### config.mk
export PLATFORM = sky130hd
export DESIGN_NAME = mssc_sequence_control
export DESIGN_NICKNAME = d
export VERILOG_FILES = /design/src/include/mssc_pkg.sv /design/src/design/mssc_cond_eval.sv /design/src/design/mssc_edge_detect.sv /design/src/design/mssc_sequence_control.sv
export VERILOG_INCLUDE_DIRS = /design/src /design/src/include
export SDC_FILE = /design/constraint.sdc
export NUM_CORES = 1
export LEC_CHECK = 0
export BUFFER_PORTS_ARGS = -buffer_cell sky130_fd_sc_hd__buf_2
export CAP_MARGIN = 0
export CORE_AREA = 2 2 110 112
export CTS_BUF_LIST = sky130_fd_sc_hd__clkbuf_4 sky130_fd_sc_hd__clkbuf_8
export DETAILED_ROUTE_END_ITERATION = 7
export DIE_AREA = 0 0 112 114
export PLACE_DENSITY = 0.79
export SYNTH_ARGS = -nofsm -noshare
export SYNTH_HDL_FRONTEND = slang
export SYNTH_SLANG_ARGS = --single-unit
### constraint.sdc
create_clock -name clock -period 3.6 [get_ports clock]
set_input_delay 0.36 -clock clock [delete_from_list [all_inputs] [get_ports clock]]
set_output_delay 0.36 -clock clock [all_outputs]
set_load 0.01 [all_outputs]
### src/include/mssc_defs.svh
// Constants of the motion sequence start control block
`ifndef MSSC_DEFS_SVH
`define MSSC_DEFS_SVH

// ----------------------------------------
// Parameter offsets and reset values
// ----------------------------------------
`define MSSC_ADDR_START_REQ 16'h2D06
`define MSSC_ADDR_NEXT_COND 16'h2D2E
`define MSSC_RST_START_REQ  16'h0000
`define MSSC_RST_NEXT_COND  3'h4
`define MSSC_START_REQ_MAX  16'h0001
`define MSSC_COND_MAX       16'h0007

// ----------------------------------------
// Transition condition codes
// ----------------------------------------
`define MSSC_COND_RISE    3'h0
`define MSSC_COND_FALL    3'h1
`define MSSC_COND_HIGH    3'h2
`define MSSC_COND_LOW     3'h3
`define MSSC_COND_GLOBAL  3'h4
`define MSSC_COND_AUTO    3'h5
`define MSSC_COND_BLEND_A 3'h6
`define MSSC_COND_BLEND_B 3'h7

// ----------------------------------------
// Modes, start-up and status layout
// ----------------------------------------
`define MSSC_AUTO_ENABLE_ON  2'h2
`define MSSC_MODE_MOTION_SEQ 8'h01
`define MSSC_LOCAL_FIRST_SET 4'h0
`define MSSC_SET_COUNT       16
`define MSSC_BIT_WARNING     7
`define MSSC_BIT_HALT        8
`define MSSC_BIT_ERROR       13
`define MSSC_BIT_END         14
`define MSSC_BIT_REF         15

`endif

### src/include/mssc_pkg.sv
// Types shared by the motion sequence start control block
package mssc_pkg;

  // Sequencer states
  typedef enum logic [1:0]
  {
    ST_IDLE,
    ST_FIRST,
    ST_RUN,
    ST_NEXT
  } mssc_state_type;

endpackage : mssc_pkg

### src/design/mssc_cond_eval.sv
// Transition condition evaluator
`timescale 1ns/1ps
`include "mssc_defs.svh"
`default_nettype none

module mssc_cond_eval
  import mssc_pkg::*;
(
  // Condition codes
  input  wire logic [2:0] condition,
  input  wire logic [2:0] global_code,
  // Monitored source
  input  wire logic       level,
  input  wire logic       rise,
  input  wire logic       fall,
  // Result
  output logic            met
);

  logic [2:0] eff;

  // Global code resolves to the globally set condition
  always_comb
  begin
    eff = (condition == `MSSC_COND_GLOBAL) ? global_code : condition;
    case (eff)
      `MSSC_COND_RISE:    met = rise;
      `MSSC_COND_FALL:    met = fall;
      `MSSC_COND_HIGH:    met = level;
      `MSSC_COND_LOW:     met = ~level;
      `MSSC_COND_AUTO:    met = 1'b1;
      `MSSC_COND_BLEND_A: met = 1'b1;
      `MSSC_COND_BLEND_B: met = 1'b1;
      default:            met = 1'b0;
    endcase
  end

endmodule : mssc_cond_eval

`default_nettype wire

### src/design/mssc_edge_detect.sv
// Edge detector for the start sources
`timescale 1ns/1ps
`default_nettype none

module mssc_edge_detect
  import mssc_pkg::*;
(
  // Clock and reset
  input  wire logic       clock,
  input  wire logic       reset_n,
  // Sampled sources and their edges
  input  wire logic [1:0] source,
  output logic      [1:0] rise,
  output logic      [1:0] fall
);

  logic [1:0] prev_q;
  logic [1:0] prev_d;

  // Previous sample; one compare per source gives exactly one pulse per edge
  genvar g;
  generate
    for (g = 0; g < 2; g++)
    begin : g_src
      assign prev_d[g] = source[g];
      assign rise[g]   = source[g] & ~prev_q[g];
      assign fall[g]   = ~source[g] & prev_q[g];
    end
  endgenerate

  // Sample register
  always_ff @(posedge clock or negedge reset_n)
  begin
    if (!reset_n)
      prev_q <= 2'h0;
    else
      prev_q <= prev_d;
  end

endmodule : mssc_edge_detect

`default_nettype wire

### src/design/mssc_sequence_control.sv
// Motion sequence start and transition control
`timescale 1ns/1ps
`include "mssc_defs.svh"
`default_nettype none

module mssc_sequence_control
  import mssc_pkg::*;
(
  // Clock and reset
  input  wire logic        clock,
  input  wire logic        reset_n,
  // Parameter access
  input  wire logic        param_write,
  input  wire logic        param_read,
  input  wire logic [15:0] param_address,
  input  wire logic [3:0]  param_index,
  input  wire logic [15:0] param_wdata,
  output logic      [15:0] param_rdata_q,
  output logic             param_ack_q,
  output logic             param_error_q,
  // Drive configuration
  input  wire logic        fieldbus_control,
  input  wire logic        sequential_mode,
  input  wire logic [7:0]  local_default_mode,
  input  wire logic [7:0]  operating_mode_select,
  input  wire logic        opmode_write,
  input  wire logic [1:0]  power_stage_auto_enable,
  input  wire logic [2:0]  global_start_condition,
  input  wire logic [3:0]  start_set_number,
  // Local inputs
  input  wire logic        enable_input,
  input  wire logic        start_dataset_input,
  input  wire logic        profile_start_assigned,
  input  wire logic        profile_start_input,
  // Positioning core
  input  wire logic        set_done,
  input  wire logic        target_reached,
  input  wire logic        standstill,
  input  wire logic [3:0]  next_set_number,
  output logic             set_start_q,
  output logic      [3:0]  set_number_q,
  output logic             blend_q,
  output logic             blend_type_b_q,
  // Drive state and status
  input  wire logic        warning_active,
  input  wire logic        halt_active,
  input  wire logic        error_active,
  input  wire logic        referenced,
  output logic             power_stage_on_q,
  output logic      [7:0]  active_mode_q,
  output logic             mode_start_q,
  output logic      [15:0] drive_status_word_q
);

  // ----------------------------------------
  // Parameter registers
  // ----------------------------------------
  logic [15:0] start_req_q, start_req_d;
  logic [2:0]  cond_mem_q [`MSSC_SET_COUNT];
  logic [2:0]  cond_mem_d [`MSSC_SET_COUNT];
  logic [15:0] rdata_d;
  logic        ack_d, error_d;
  logic        hit_req, hit_cond;

  assign hit_req  = (param_address == `MSSC_ADDR_START_REQ);
  assign hit_cond = (param_address == `MSSC_ADDR_NEXT_COND);

  // Writes out of range are refused so stored values stay legal
  always_comb
  begin
    start_req_d = start_req_q;
    cond_mem_d  = cond_mem_q;
    rdata_d     = param_rdata_q;
    ack_d       = param_write | param_read;
    error_d     = 1'b0;
    if (param_write)
    begin
      if (hit_req && param_wdata <= `MSSC_START_REQ_MAX)
        start_req_d = param_wdata;
      else if (hit_cond && param_wdata <= `MSSC_COND_MAX)
        cond_mem_d[param_index] = param_wdata[2:0];
      else
        error_d = 1'b1;
    end
    else if (param_read)
    begin
      if (hit_req)
        rdata_d = start_req_q;
      else if (hit_cond)
        rdata_d = {13'h0000, cond_mem_q[param_index]};
      else
      begin
        rdata_d = 16'h0000;
        error_d = 1'b1;
      end
    end
  end

  // Parameter storage; start request is volatile and clears on reset
  always_ff @(posedge clock or negedge reset_n)
  begin
    if (!reset_n)
    begin
      start_req_q   <= `MSSC_RST_START_REQ;
      for (int i = 0; i < `MSSC_SET_COUNT; i++)
        cond_mem_q[i] <= `MSSC_RST_NEXT_COND;
      param_rdata_q <= 16'h0000;
      param_ack_q   <= 1'b0;
      param_error_q <= 1'b0;
    end
    else
    begin
      start_req_q   <= start_req_d;
      cond_mem_q    <= cond_mem_d;
      param_rdata_q <= rdata_d;
      param_ack_q   <= ack_d;
      param_error_q <= error_d;
    end
  end

  // ----------------------------------------
  // Power stage and operating mode
  // ----------------------------------------
  logic       boot_q, boot_d;
  logic       auto_on_q, auto_on_d;
  logic       power_d, mode_start_d;
  logic [7:0] mode_d;

  // Auto-enable is caught once after reset release, like a switch-on strap
  always_comb
  begin
    boot_d       = 1'b0;
    auto_on_d    = boot_q ? (power_stage_auto_enable == `MSSC_AUTO_ENABLE_ON) : auto_on_q;
    power_d      = enable_input | auto_on_q;
    mode_d       = active_mode_q;
    mode_start_d = 1'b0;
    if (!fieldbus_control && power_d && !power_stage_on_q)
    begin
      mode_d       = local_default_mode;
      mode_start_d = 1'b1;
    end
    else if (fieldbus_control && opmode_write)
    begin
      mode_d       = operating_mode_select;
      mode_start_d = 1'b1;
    end
  end

  // Power and mode registers
  always_ff @(posedge clock or negedge reset_n)
  begin
    if (!reset_n)
    begin
      boot_q           <= 1'b1;
      auto_on_q        <= 1'b0;
      power_stage_on_q <= 1'b0;
      active_mode_q    <= 8'h00;
      mode_start_q     <= 1'b0;
    end
    else
    begin
      boot_q           <= boot_d;
      auto_on_q        <= auto_on_d;
      power_stage_on_q <= power_d;
      active_mode_q    <= mode_d;
      mode_start_q     <= mode_start_d;
    end
  end

  // ----------------------------------------
  // Start sources and conditions
  // ----------------------------------------
  logic       base_src, trans_src;
  logic [1:0] rise, fall;
  logic       global_met, trans_met;
  logic [2:0] cur_cond;
  logic       seq_enable;

  assign base_src   = fieldbus_control ? start_req_q[0] : start_dataset_input;
  assign trans_src  = base_src | (profile_start_assigned & profile_start_input);
  assign cur_cond   = cond_mem_q[set_number_q];
  assign seq_enable = power_stage_on_q & (active_mode_q == `MSSC_MODE_MOTION_SEQ);

  mssc_edge_detect u_edges
  (
    .clock   (clock),
    .reset_n (reset_n),
    .source  ({trans_src, base_src}),
    .rise    (rise),
    .fall    (fall)
  );

  // In sequential mode the first set waits on the global condition; a static level passes at once
  mssc_cond_eval u_global
  (
    .condition   (`MSSC_COND_GLOBAL),
    .global_code (global_start_condition),
    .level       (base_src),
    .rise        (rise[0]),
    .fall        (fall[0]),
    .met         (global_met)
  );

  // In sequential mode following sets wait on the condition of the set just ended
  mssc_cond_eval u_trans
  (
    .condition   (cur_cond),
    .global_code (global_start_condition),
    .level       (trans_src),
    .rise        (rise[1]),
    .fall        (fall[1]),
    .met         (trans_met)
  );

  // ----------------------------------------
  // Sequencer
  // ----------------------------------------
  mssc_state_type state_q, state_d;
  logic [3:0]     first_set_q, first_set_d;
  logic [3:0]     set_number_d;
  logic           start_now, set_end_q, set_end_d;
  logic           blend_d, blend_b_d;
  logic           is_blend;

  assign is_blend = (cur_cond == `MSSC_COND_BLEND_A) || (cur_cond == `MSSC_COND_BLEND_B);

  // Stage power loss drops the sequence; blends hand over at target reached
  always_comb
  begin
    state_d      = state_q;
    first_set_d  = first_set_q;
    set_number_d = set_number_q;
    start_now    = 1'b0;
    blend_d      = 1'b0;
    blend_b_d    = 1'b0;
    case (state_q)
      ST_IDLE:
        if (seq_enable)
        begin
          first_set_d = fieldbus_control ? start_set_number : `MSSC_LOCAL_FIRST_SET;
          state_d     = ST_FIRST;
        end
      ST_FIRST:
        if (!seq_enable)
          state_d = ST_IDLE;
        else if (sequential_mode ? global_met : rise[0])
        begin
          start_now    = 1'b1;
          set_number_d = sequential_mode ? first_set_q : (fieldbus_control ? start_set_number : `MSSC_LOCAL_FIRST_SET);
          state_d      = ST_RUN;
        end
      ST_RUN:
        if (!seq_enable)
          state_d = ST_IDLE;
        else if (sequential_mode && is_blend && target_reached)
        begin
          start_now    = 1'b1;
          blend_d      = 1'b1;
          blend_b_d    = (cur_cond == `MSSC_COND_BLEND_B);
          set_number_d = next_set_number;
        end
        else if (set_done)
          state_d = sequential_mode ? ST_NEXT : ST_FIRST;
      ST_NEXT:
        if (!seq_enable)
          state_d = ST_IDLE;
        else if (trans_met)
        begin
          start_now    = 1'b1;
          set_number_d = next_set_number;
          state_d      = ST_RUN;
        end
      default:
        state_d = ST_IDLE;
    endcase
    // A start clears completion even if the old set ends in the same step
    set_end_d = start_now ? 1'b0 : (set_done | set_end_q);
  end

  // Sequencer registers
  always_ff @(posedge clock or negedge reset_n)
  begin
    if (!reset_n)
    begin
      state_q        <= ST_IDLE;
      first_set_q    <= `MSSC_LOCAL_FIRST_SET;
      set_number_q   <= `MSSC_LOCAL_FIRST_SET;
      set_start_q    <= 1'b0;
      set_end_q      <= 1'b0;
      blend_q        <= 1'b0;
      blend_type_b_q <= 1'b0;
    end
    else
    begin
      state_q        <= state_d;
      first_set_q    <= first_set_d;
      set_number_q   <= set_number_d;
      set_start_q    <= start_now;
      set_end_q      <= set_end_d;
      blend_q        <= blend_d;
      blend_type_b_q <= blend_b_d;
    end
  end

  // ----------------------------------------
  // Status word
  // ----------------------------------------
  logic [15:0] status_d;

  always_comb
  begin
    status_d                     = 16'h0000;
    status_d[`MSSC_BIT_WARNING]  = warning_active;
    status_d[`MSSC_BIT_HALT]     = halt_active;
    status_d[`MSSC_BIT_ERROR]    = error_active;
    status_d[`MSSC_BIT_END]      = set_end_d & standstill;
    status_d[`MSSC_BIT_REF]      = referenced;
  end

  // Status register
  always_ff @(posedge clock or negedge reset_n)
  begin
    if (!reset_n)
      drive_status_word_q <= 16'h0000;
    else
      drive_status_word_q <= status_d;
  end
endmodule : mssc_sequence_control

`default_nettype wire

==> results_dict.tcl, run 1 <==
set metrics [dict create \
    status "complete, no violations" \
    netlist_area_sq_um 5680 \
    period_share 0.929 \
    crit_chain "mux4_1 > mux2_2 > mux2_4 > or2_0 > a221o_1 > and2_4 > a311o_4 > mux2_4" \
    antenna_found_initial 0 \
    r2r_start "set_number_q[1]$_DFFE_PN0P_" \
    rows 40 \
    r2r_slack_ns 0.25 \
    io_buffer_count 122 \
    grt_pass1_vias 4413 \
    cp.required_ns 3.92 \
    hpwl_microns 9750 \
    power_density_nw_per_um2 443 \
    drt_iter0_markers 315 \
    drive_above_1_share 0.428 \
    routabilityCongestion 0.926 \
    crit_fanout 9 \
    hold_path_class "input port to register" \
    diodes 0 \
    cp.depth 8 \
    clock_skew_ns 0.00849 \
    final_cell_mix "buf_2 (121), dfrtp_1 (98), nand2_1 (57)" \
    cts_tree "yes" \
    cts_max_level 4 \
    hold_violations 0 \
    synthCells 485 \
    reg2reg_depth 8 \
    post_cts.repair.setup_buffers 0 \
    finalSetupViolCount 0 \
    cp_slowest_cell "dfrtp_1" \
    crit_path_frequent_cell "mux2_4" \
    power.leakage_nw 3.34 \
    clockBufferDepth 2 \
    drv_slew 0 \
    cts_made_buffers 17 \
    critPathArrivalTime_ns 3.67 \
    grt_pass1_wl_microns 22200 \
    worstSetupPathType "register to register" \
    avgViaCountPerCell 5.51 \
    min_period_ns 3.35 \
    die_h_microns 114 \
    start_util 0.485 \
    path_buf_inv 0 \
    cts_resized 0 \
    die_area_sq_um 12800 \
    ios 134 \
    layout_commonest_cell "buf_2" \
    drt_pass1_iterations 4 \
    hold_path_end "drive_status_word_q[7]$_DFF_PN0_" \
    overflow 0 \
    slew_headroom 0.285 \
    rsz0062_at_grt "false" \
    reg2reg_to "set_number_q[2]$_DFFE_PN0P_" \
    cts_root_buf "clkbuf_8" \
    synth-seq-area-share 0.510 \
    coreArea_sq_um 11700 \
    vias 4245 \
    syn_to_final_growth_pct 21.3 \
    final_antenna_net_count 0 \
    postSynthAreaPerCell_sq_um 11.7 \
    finalSetupTns_ns 0 \
    drc_errors 0 \
    clkSinkCount 115 \
    hp-start "warning_active" \
    crit_family "multiplexers" \
    die_width_microns 112 \
    end_kind "register" \
    worst_pin_slew_ns 1.07 \
    timing.fmax_ghz 0.299 \
    synth_cell_types 48 \
    track_usage 0.221 \
    ys_warn_count 0 \
    placed_cell_area_sq_um 6400 \
    start_kind "register" \
    clkTransAtPathRegs_ns 0.07 \
    cap_violations 0 \
    cts_hold_buf 0 \
    vdd_drop_max_mv 0.183 \
    cp_slowest_stage_delay_ns 0.61 \
    hold_depth 1 \
    nets 694 \
    grt_max_degree 85 \
    fin_area_sq_um 6890 \
    ys_seq_elements 115 \
    post_drt_wl_per_cell_microns 17.7 \
    wirelength_microns 13600 \
    insertion_delay_ns 0.44 \
]
## through the flow
| stage | setup WS, ns | std cells | hold WS [ns] | utilization | power [mW] |
|---|---|---|---|---|---|
| floorplan | 0.468 | 496 | 0.0644 | - | 1.51 |
| global placement | 0.327 | 739 | 0.457 | 0.547 | 1.61 |
| detailed placement | 0.269 | 739 | 0.466 | 0.547 | 1.62 |
| CTS | 0.252 | 771 | 0.0143 | 0.588 | 3.07 |
| global route | 0.152 | 771 | 0.00971 | 0.588 | 3.16 |
| finish | 0.254 | 771 | 0.0240 | 0.588 | 3.05 |
## metal layers
layer | track usage | up-vias | share of wire
met3 | 0.0547 | 23 | 0.058
met4 | 0.0902 | 0 | 0.016
met2 | 0.381 | 145 | 0.53
met1 | 0.269 | 2098 | 0.40
met5 | 0 | - | 0
li1 | - | 1979 | -
## power breakdown
group | total (mW) | internal (mW) | switching [mW]
logic | 0.243 | 0.0995 | 0.144
registers | 1.36 | 1.33 | 0.0310
clock network | 1.44 | 0.922 | 0.523
total | 3.05 | 2.35 | 0.698
## area by class of cell
class | count | area [sq um]
Fill cell | 975 | 4820
Sequential cell | 115 | 2900
Multi-Input combinational cell | 336 | 2610
Timing Repair Buffer | 128 | 658
Clock buffer | 23 | 310
Tap cell | 147 | 184
Clock inverter | 9 | 173
Inverter | 13 | 48.8
## how the worst max path moves through the flow
stage                                            from                          end
after CTS                 set_number_q[1]$_DFFE_PN0P_  set_number_q[2]$_DFFE_PN0P_
after floorplan           set_number_q[1]$_DFFE_PN0P_  set_number_q[0]$_DFFE_PN0P_
after global routing      set_number_q[1]$_DFFE_PN0P_  set_number_q[1]$_DFFE_PN0P_
after global placement    set_number_q[1]$_DFFE_PN0P_  set_number_q[0]$_DFFE_PN0P_
after detailed placement  set_number_q[1]$_DFFE_PN0P_  set_number_q[2]$_DFFE_PN0P_
final                     set_number_q[1]$_DFFE_PN0P_  set_number_q[2]$_DFFE_PN0P_
## kinds of logic (layout without fill, tap and decap cells)
logic type	after synthesis	in the layout	share of synthesized area
AOI/OAI and AO/OA	69	69	0.0727
other	1	12	0.000660
and+or+nand+nor	158	158	0.134
DFF	115	115	0.510
buffers and inverters	45	173	0.0383
muxes	97	97	0.243
## state kept, by name (all words and copies together), names as in the netlist, 4 cells and up
signal / flops
drive_status_word_q: 5
param_rdata_q: 16
active_mode_q: 8
set_number_q: 4
first_set_q: 4
start_req_q: 16
cond_mem_q: 48
## cells in the mapped netlist, drive strengths merged
| cell | number | area share |
|---|---|---|
| a21o | 2 | 0.0026 |
| a21oi | 20 | 0.018 |
| a221o | 1 | 0.0018 |
| a221oi | 2 | 0.0031 |
| a22oi | 5 | 0.0066 |
| a311o | 1 | 0.0035 |
| a41oi | 1 | 0.0015 |
| and2 | 2 | 0.0026 |
| and3 | 2 | 0.0022 |
| and4 | 1 | 0.0015 |
| and4b | 1 | 0.0018 |
| buf | 15 | 0.019 |
| clkbuf | 17 | 0.011 |
| clkinv | 1 | 0.00066 |
| conb | 1 | 0.00066 |
| dfrtp | 98 | 0.43 |
| dfstp | 17 | 0.079 |
| inv | 12 | 0.0079 |
| mux2 | 58 | 0.12 |
| mux2i | 14 | 0.025 |
| mux4 | 25 | 0.10 |
| nand2 | 57 | 0.038 |
| nand3 | 12 | 0.011 |
| nand3b | 1 | 0.0013 |
| nand4 | 3 | 0.0033 |
| nand4b | 1 | 0.0015 |
| nor2 | 32 | 0.021 |
| nor2b | 18 | 0.020 |
| nor3 | 12 | 0.011 |
| nor3b | 3 | 0.0040 |
| nor4 | 3 | 0.0033 |
| nor4bb | 3 | 0.0053 |
| o211ai | 1 | 0.0013 |
| o21a | 1 | 0.0013 |
| o21ai | 32 | 0.028 |
| o221a | 1 | 0.0020 |
| o221ai | 1 | 0.0015 |
| o311ai | 1 | 0.0015 |
| or2 | 5 | 0.0055 |
| or3 | 2 | 0.0022 |
(Power assumes the default switching activity.)
==> run 2: changes to the inputs <==
- clock period: 3.6 -> 3.8 ns (I/O delays scaled with it)
==> run 2 against run 1 <==
  * Utilization shrank 0.53 points
  * Non-clock buffer count shrank 2
  * Die area is the same
  * Critical path depth is the same
  * First-iteration DRC count shrank 10%
  * Global-route usage shrank 0.37 points
  * Register-to-register slack gained 0.04 ns
  * Worst hold slack gained 0.024 ns
  * Count of clock-buffer cells in the layout is the same
  * Sequential share of layout area grew 0.39 points
  * Clock power shrank 16%
  * Highest routed layer unchanged
==> results_dict.tcl, run 2 (synthesis results as in run 1) <==
set metrics [dict create \
    status "complete, no violations" \
    placed_cell_area_sq_um 6390 \
    io_buffer_count 122 \
    drt_iter0_markers 282 \
    worstSetupPathType "register to register" \
    hpwl_microns 9580 \
    path_buf_inv 0 \
    timing.fmax_ghz 0.285 \
    grt_max_degree 80 \
    cts_resized 0 \
    wirelength_microns 13100 \
    cts_max_level 4 \
    coreArea_sq_um 11700 \
    final_util 0.583 \
    rsz0062_at_grt "false" \
    grt_pass1_vias 4413 \
    clock_skew_ns 0.00985 \
    cts_tree "yes" \
    fin_area_sq_um 6820 \
    worst_pin_slew_ns 0.995 \
    final_antenna_net_count 0 \
    track_usage 0.217 \
    hold_path_class "input port to register" \
    post_drt_wl_per_cell_microns 17.0 \
    grt_pass1_wl_microns 21800 \
    met3_usage 0.0590 \
    instances_no_fill 769 \
    vias 4247 \
    syn_to_final_growth_pct 20.2 \
    cts_hold_buf 0 \
    routabilityCongestion 0.863 \
    start_util 0.485 \
    cts_made_buffers 17 \
    overflow 0 \
    end_kind "register" \
    n_fill_cell 971 \
    cts_root_buf "clkbuf_8" \
    period_share 0.924 \
    cp_slowest_stage_delay_ns 0.75 \
    largest_register "cond_mem_q" \
    rows 40 \
    min_period_ns 3.51 \
    avgViaCountPerCell 5.52 \
    cap_violations 0 \
    die_area_sq_um 12800 \
    finalSetupViolCount 0 \
    slew_headroom 0.337 \
    ios 134 \
    die_width_microns 112 \
    final_cell_mix "buf_2 (121), dfrtp_1 (98), nand2_1 (57)" \
    clkTransAtPathRegs_ns 0.07 \
    post_cts.repair.setup_buffers 0 \
    crit_fanout 13 \
    drive_above_1_share 0.426 \
    dp_cells 737 \
    insertion_delay_ns 0.44 \
    cp.required_ns 4.12 \
    critPathArrivalTime_ns 3.83 \
    met2_usage 0.368 \
    nets 692 \
    global_route.peak_usage_layer "met2" \
    antenna_found_initial 0 \
    clkSinkCount 115 \
    power_density_nw_per_um2 400 \
    drv_slew 0 \
    drc_errors 0 \
    crit_chain "mux4_1 > mux2_2 > mux2i_1 > nor2_1 > a221o_1 > and2_4 > a311o_4 > mux2_4" \
    largest_register_ffs 48 \
    start_kind "register" \
    top_regs "cond_mem_q: 48 flops, param_rdata_q: 16 flops, start_req_q: 16 flops" \
    hold_violations 0 \
    crit_family "multiplexers" \
    drt_pass1_iterations 6 \
    r2r_slack_ns 0.29 \
    finalSetupTns_ns 0 \
    vdd_drop_max_mv 0.352 \
    layout_commonest_cell "buf_2" \
    clockBufferDepth 2 \
    die_h_microns 114 \
    met1_usage 0.265 \
    power.leakage_nw 3.31 \
    diodes 0 \
    cp_slowest_cell "dfrtp_1" \
]
==> run 2: stage by stage <==
step | setup slack (ns) | hold slack (ns) | total power, mW
global placement | 0.417 | 0.457 | 1.53
detailed placement | 0.337 | 0.467 | 1.54
floorplan | 0.668 | 0.0844 | 1.43
global route | 0.125 | 0.0238 | 2.84
finish | 0.290 | 0.0480 | 2.73
CTS | 0.303 | 0.0285 | 2.75
==> run 2: layout make-up <==
cell class                      instances  area, sq um  share of cell area
Clock inverter                          9          125              0.0183
Sequential cell                       115         2900               0.425
Multi-Input combinational cell        336         2610               0.383
Inverter                               13         48.8             0.00715
Timing Repair Buffer                  126          643              0.0942
Clock buffer                           23          310              0.0455
Tap cell                              147          184              0.0270
==> run 2: per-layer routing <==
metal	part of all wire	vias to the layer above	wire, microns
met5	0	-	0
met4	0.029	0	378
met3	0.052	35	677
met2	0.51	131	6660
met1	0.41	2097	5340
li1	-	1984	-
==> run 2: worst paths after layout <==
path,startpoint,end,cells after the start
max in group asynchronous,reset_n,cond_mem_q[20]$_DFFE_PN1P_,2
max reg2reg,set_number_q[1]$_DFFE_PN0P_,set_number_q[1]$_DFFE_PN0P_,8
min,halt_active,drive_status_word_q[8]$_DFF_PN0_,1
min in group asynchronous,reset_n,drive_status_word_q[7]$_DFF_PN0_,1
max,set_number_q[1]$_DFFE_PN0P_,set_number_q[1]$_DFFE_PN0P_,8
min reg2reg,param_rdata_q[6]$_DFFE_PN0P_,param_rdata_q[6]$_DFFE_PN0P_,2
==> run 2: report_power, final <==
| part | internal, mW | total (mW) | switching [mW] |
|---|---|---|---|
| clock | 0.739 | 1.21 | 0.475 |
| sequential | 1.26 | 1.29 | 0.0298 |
| combinational | 0.0941 | 0.228 | 0.134 |
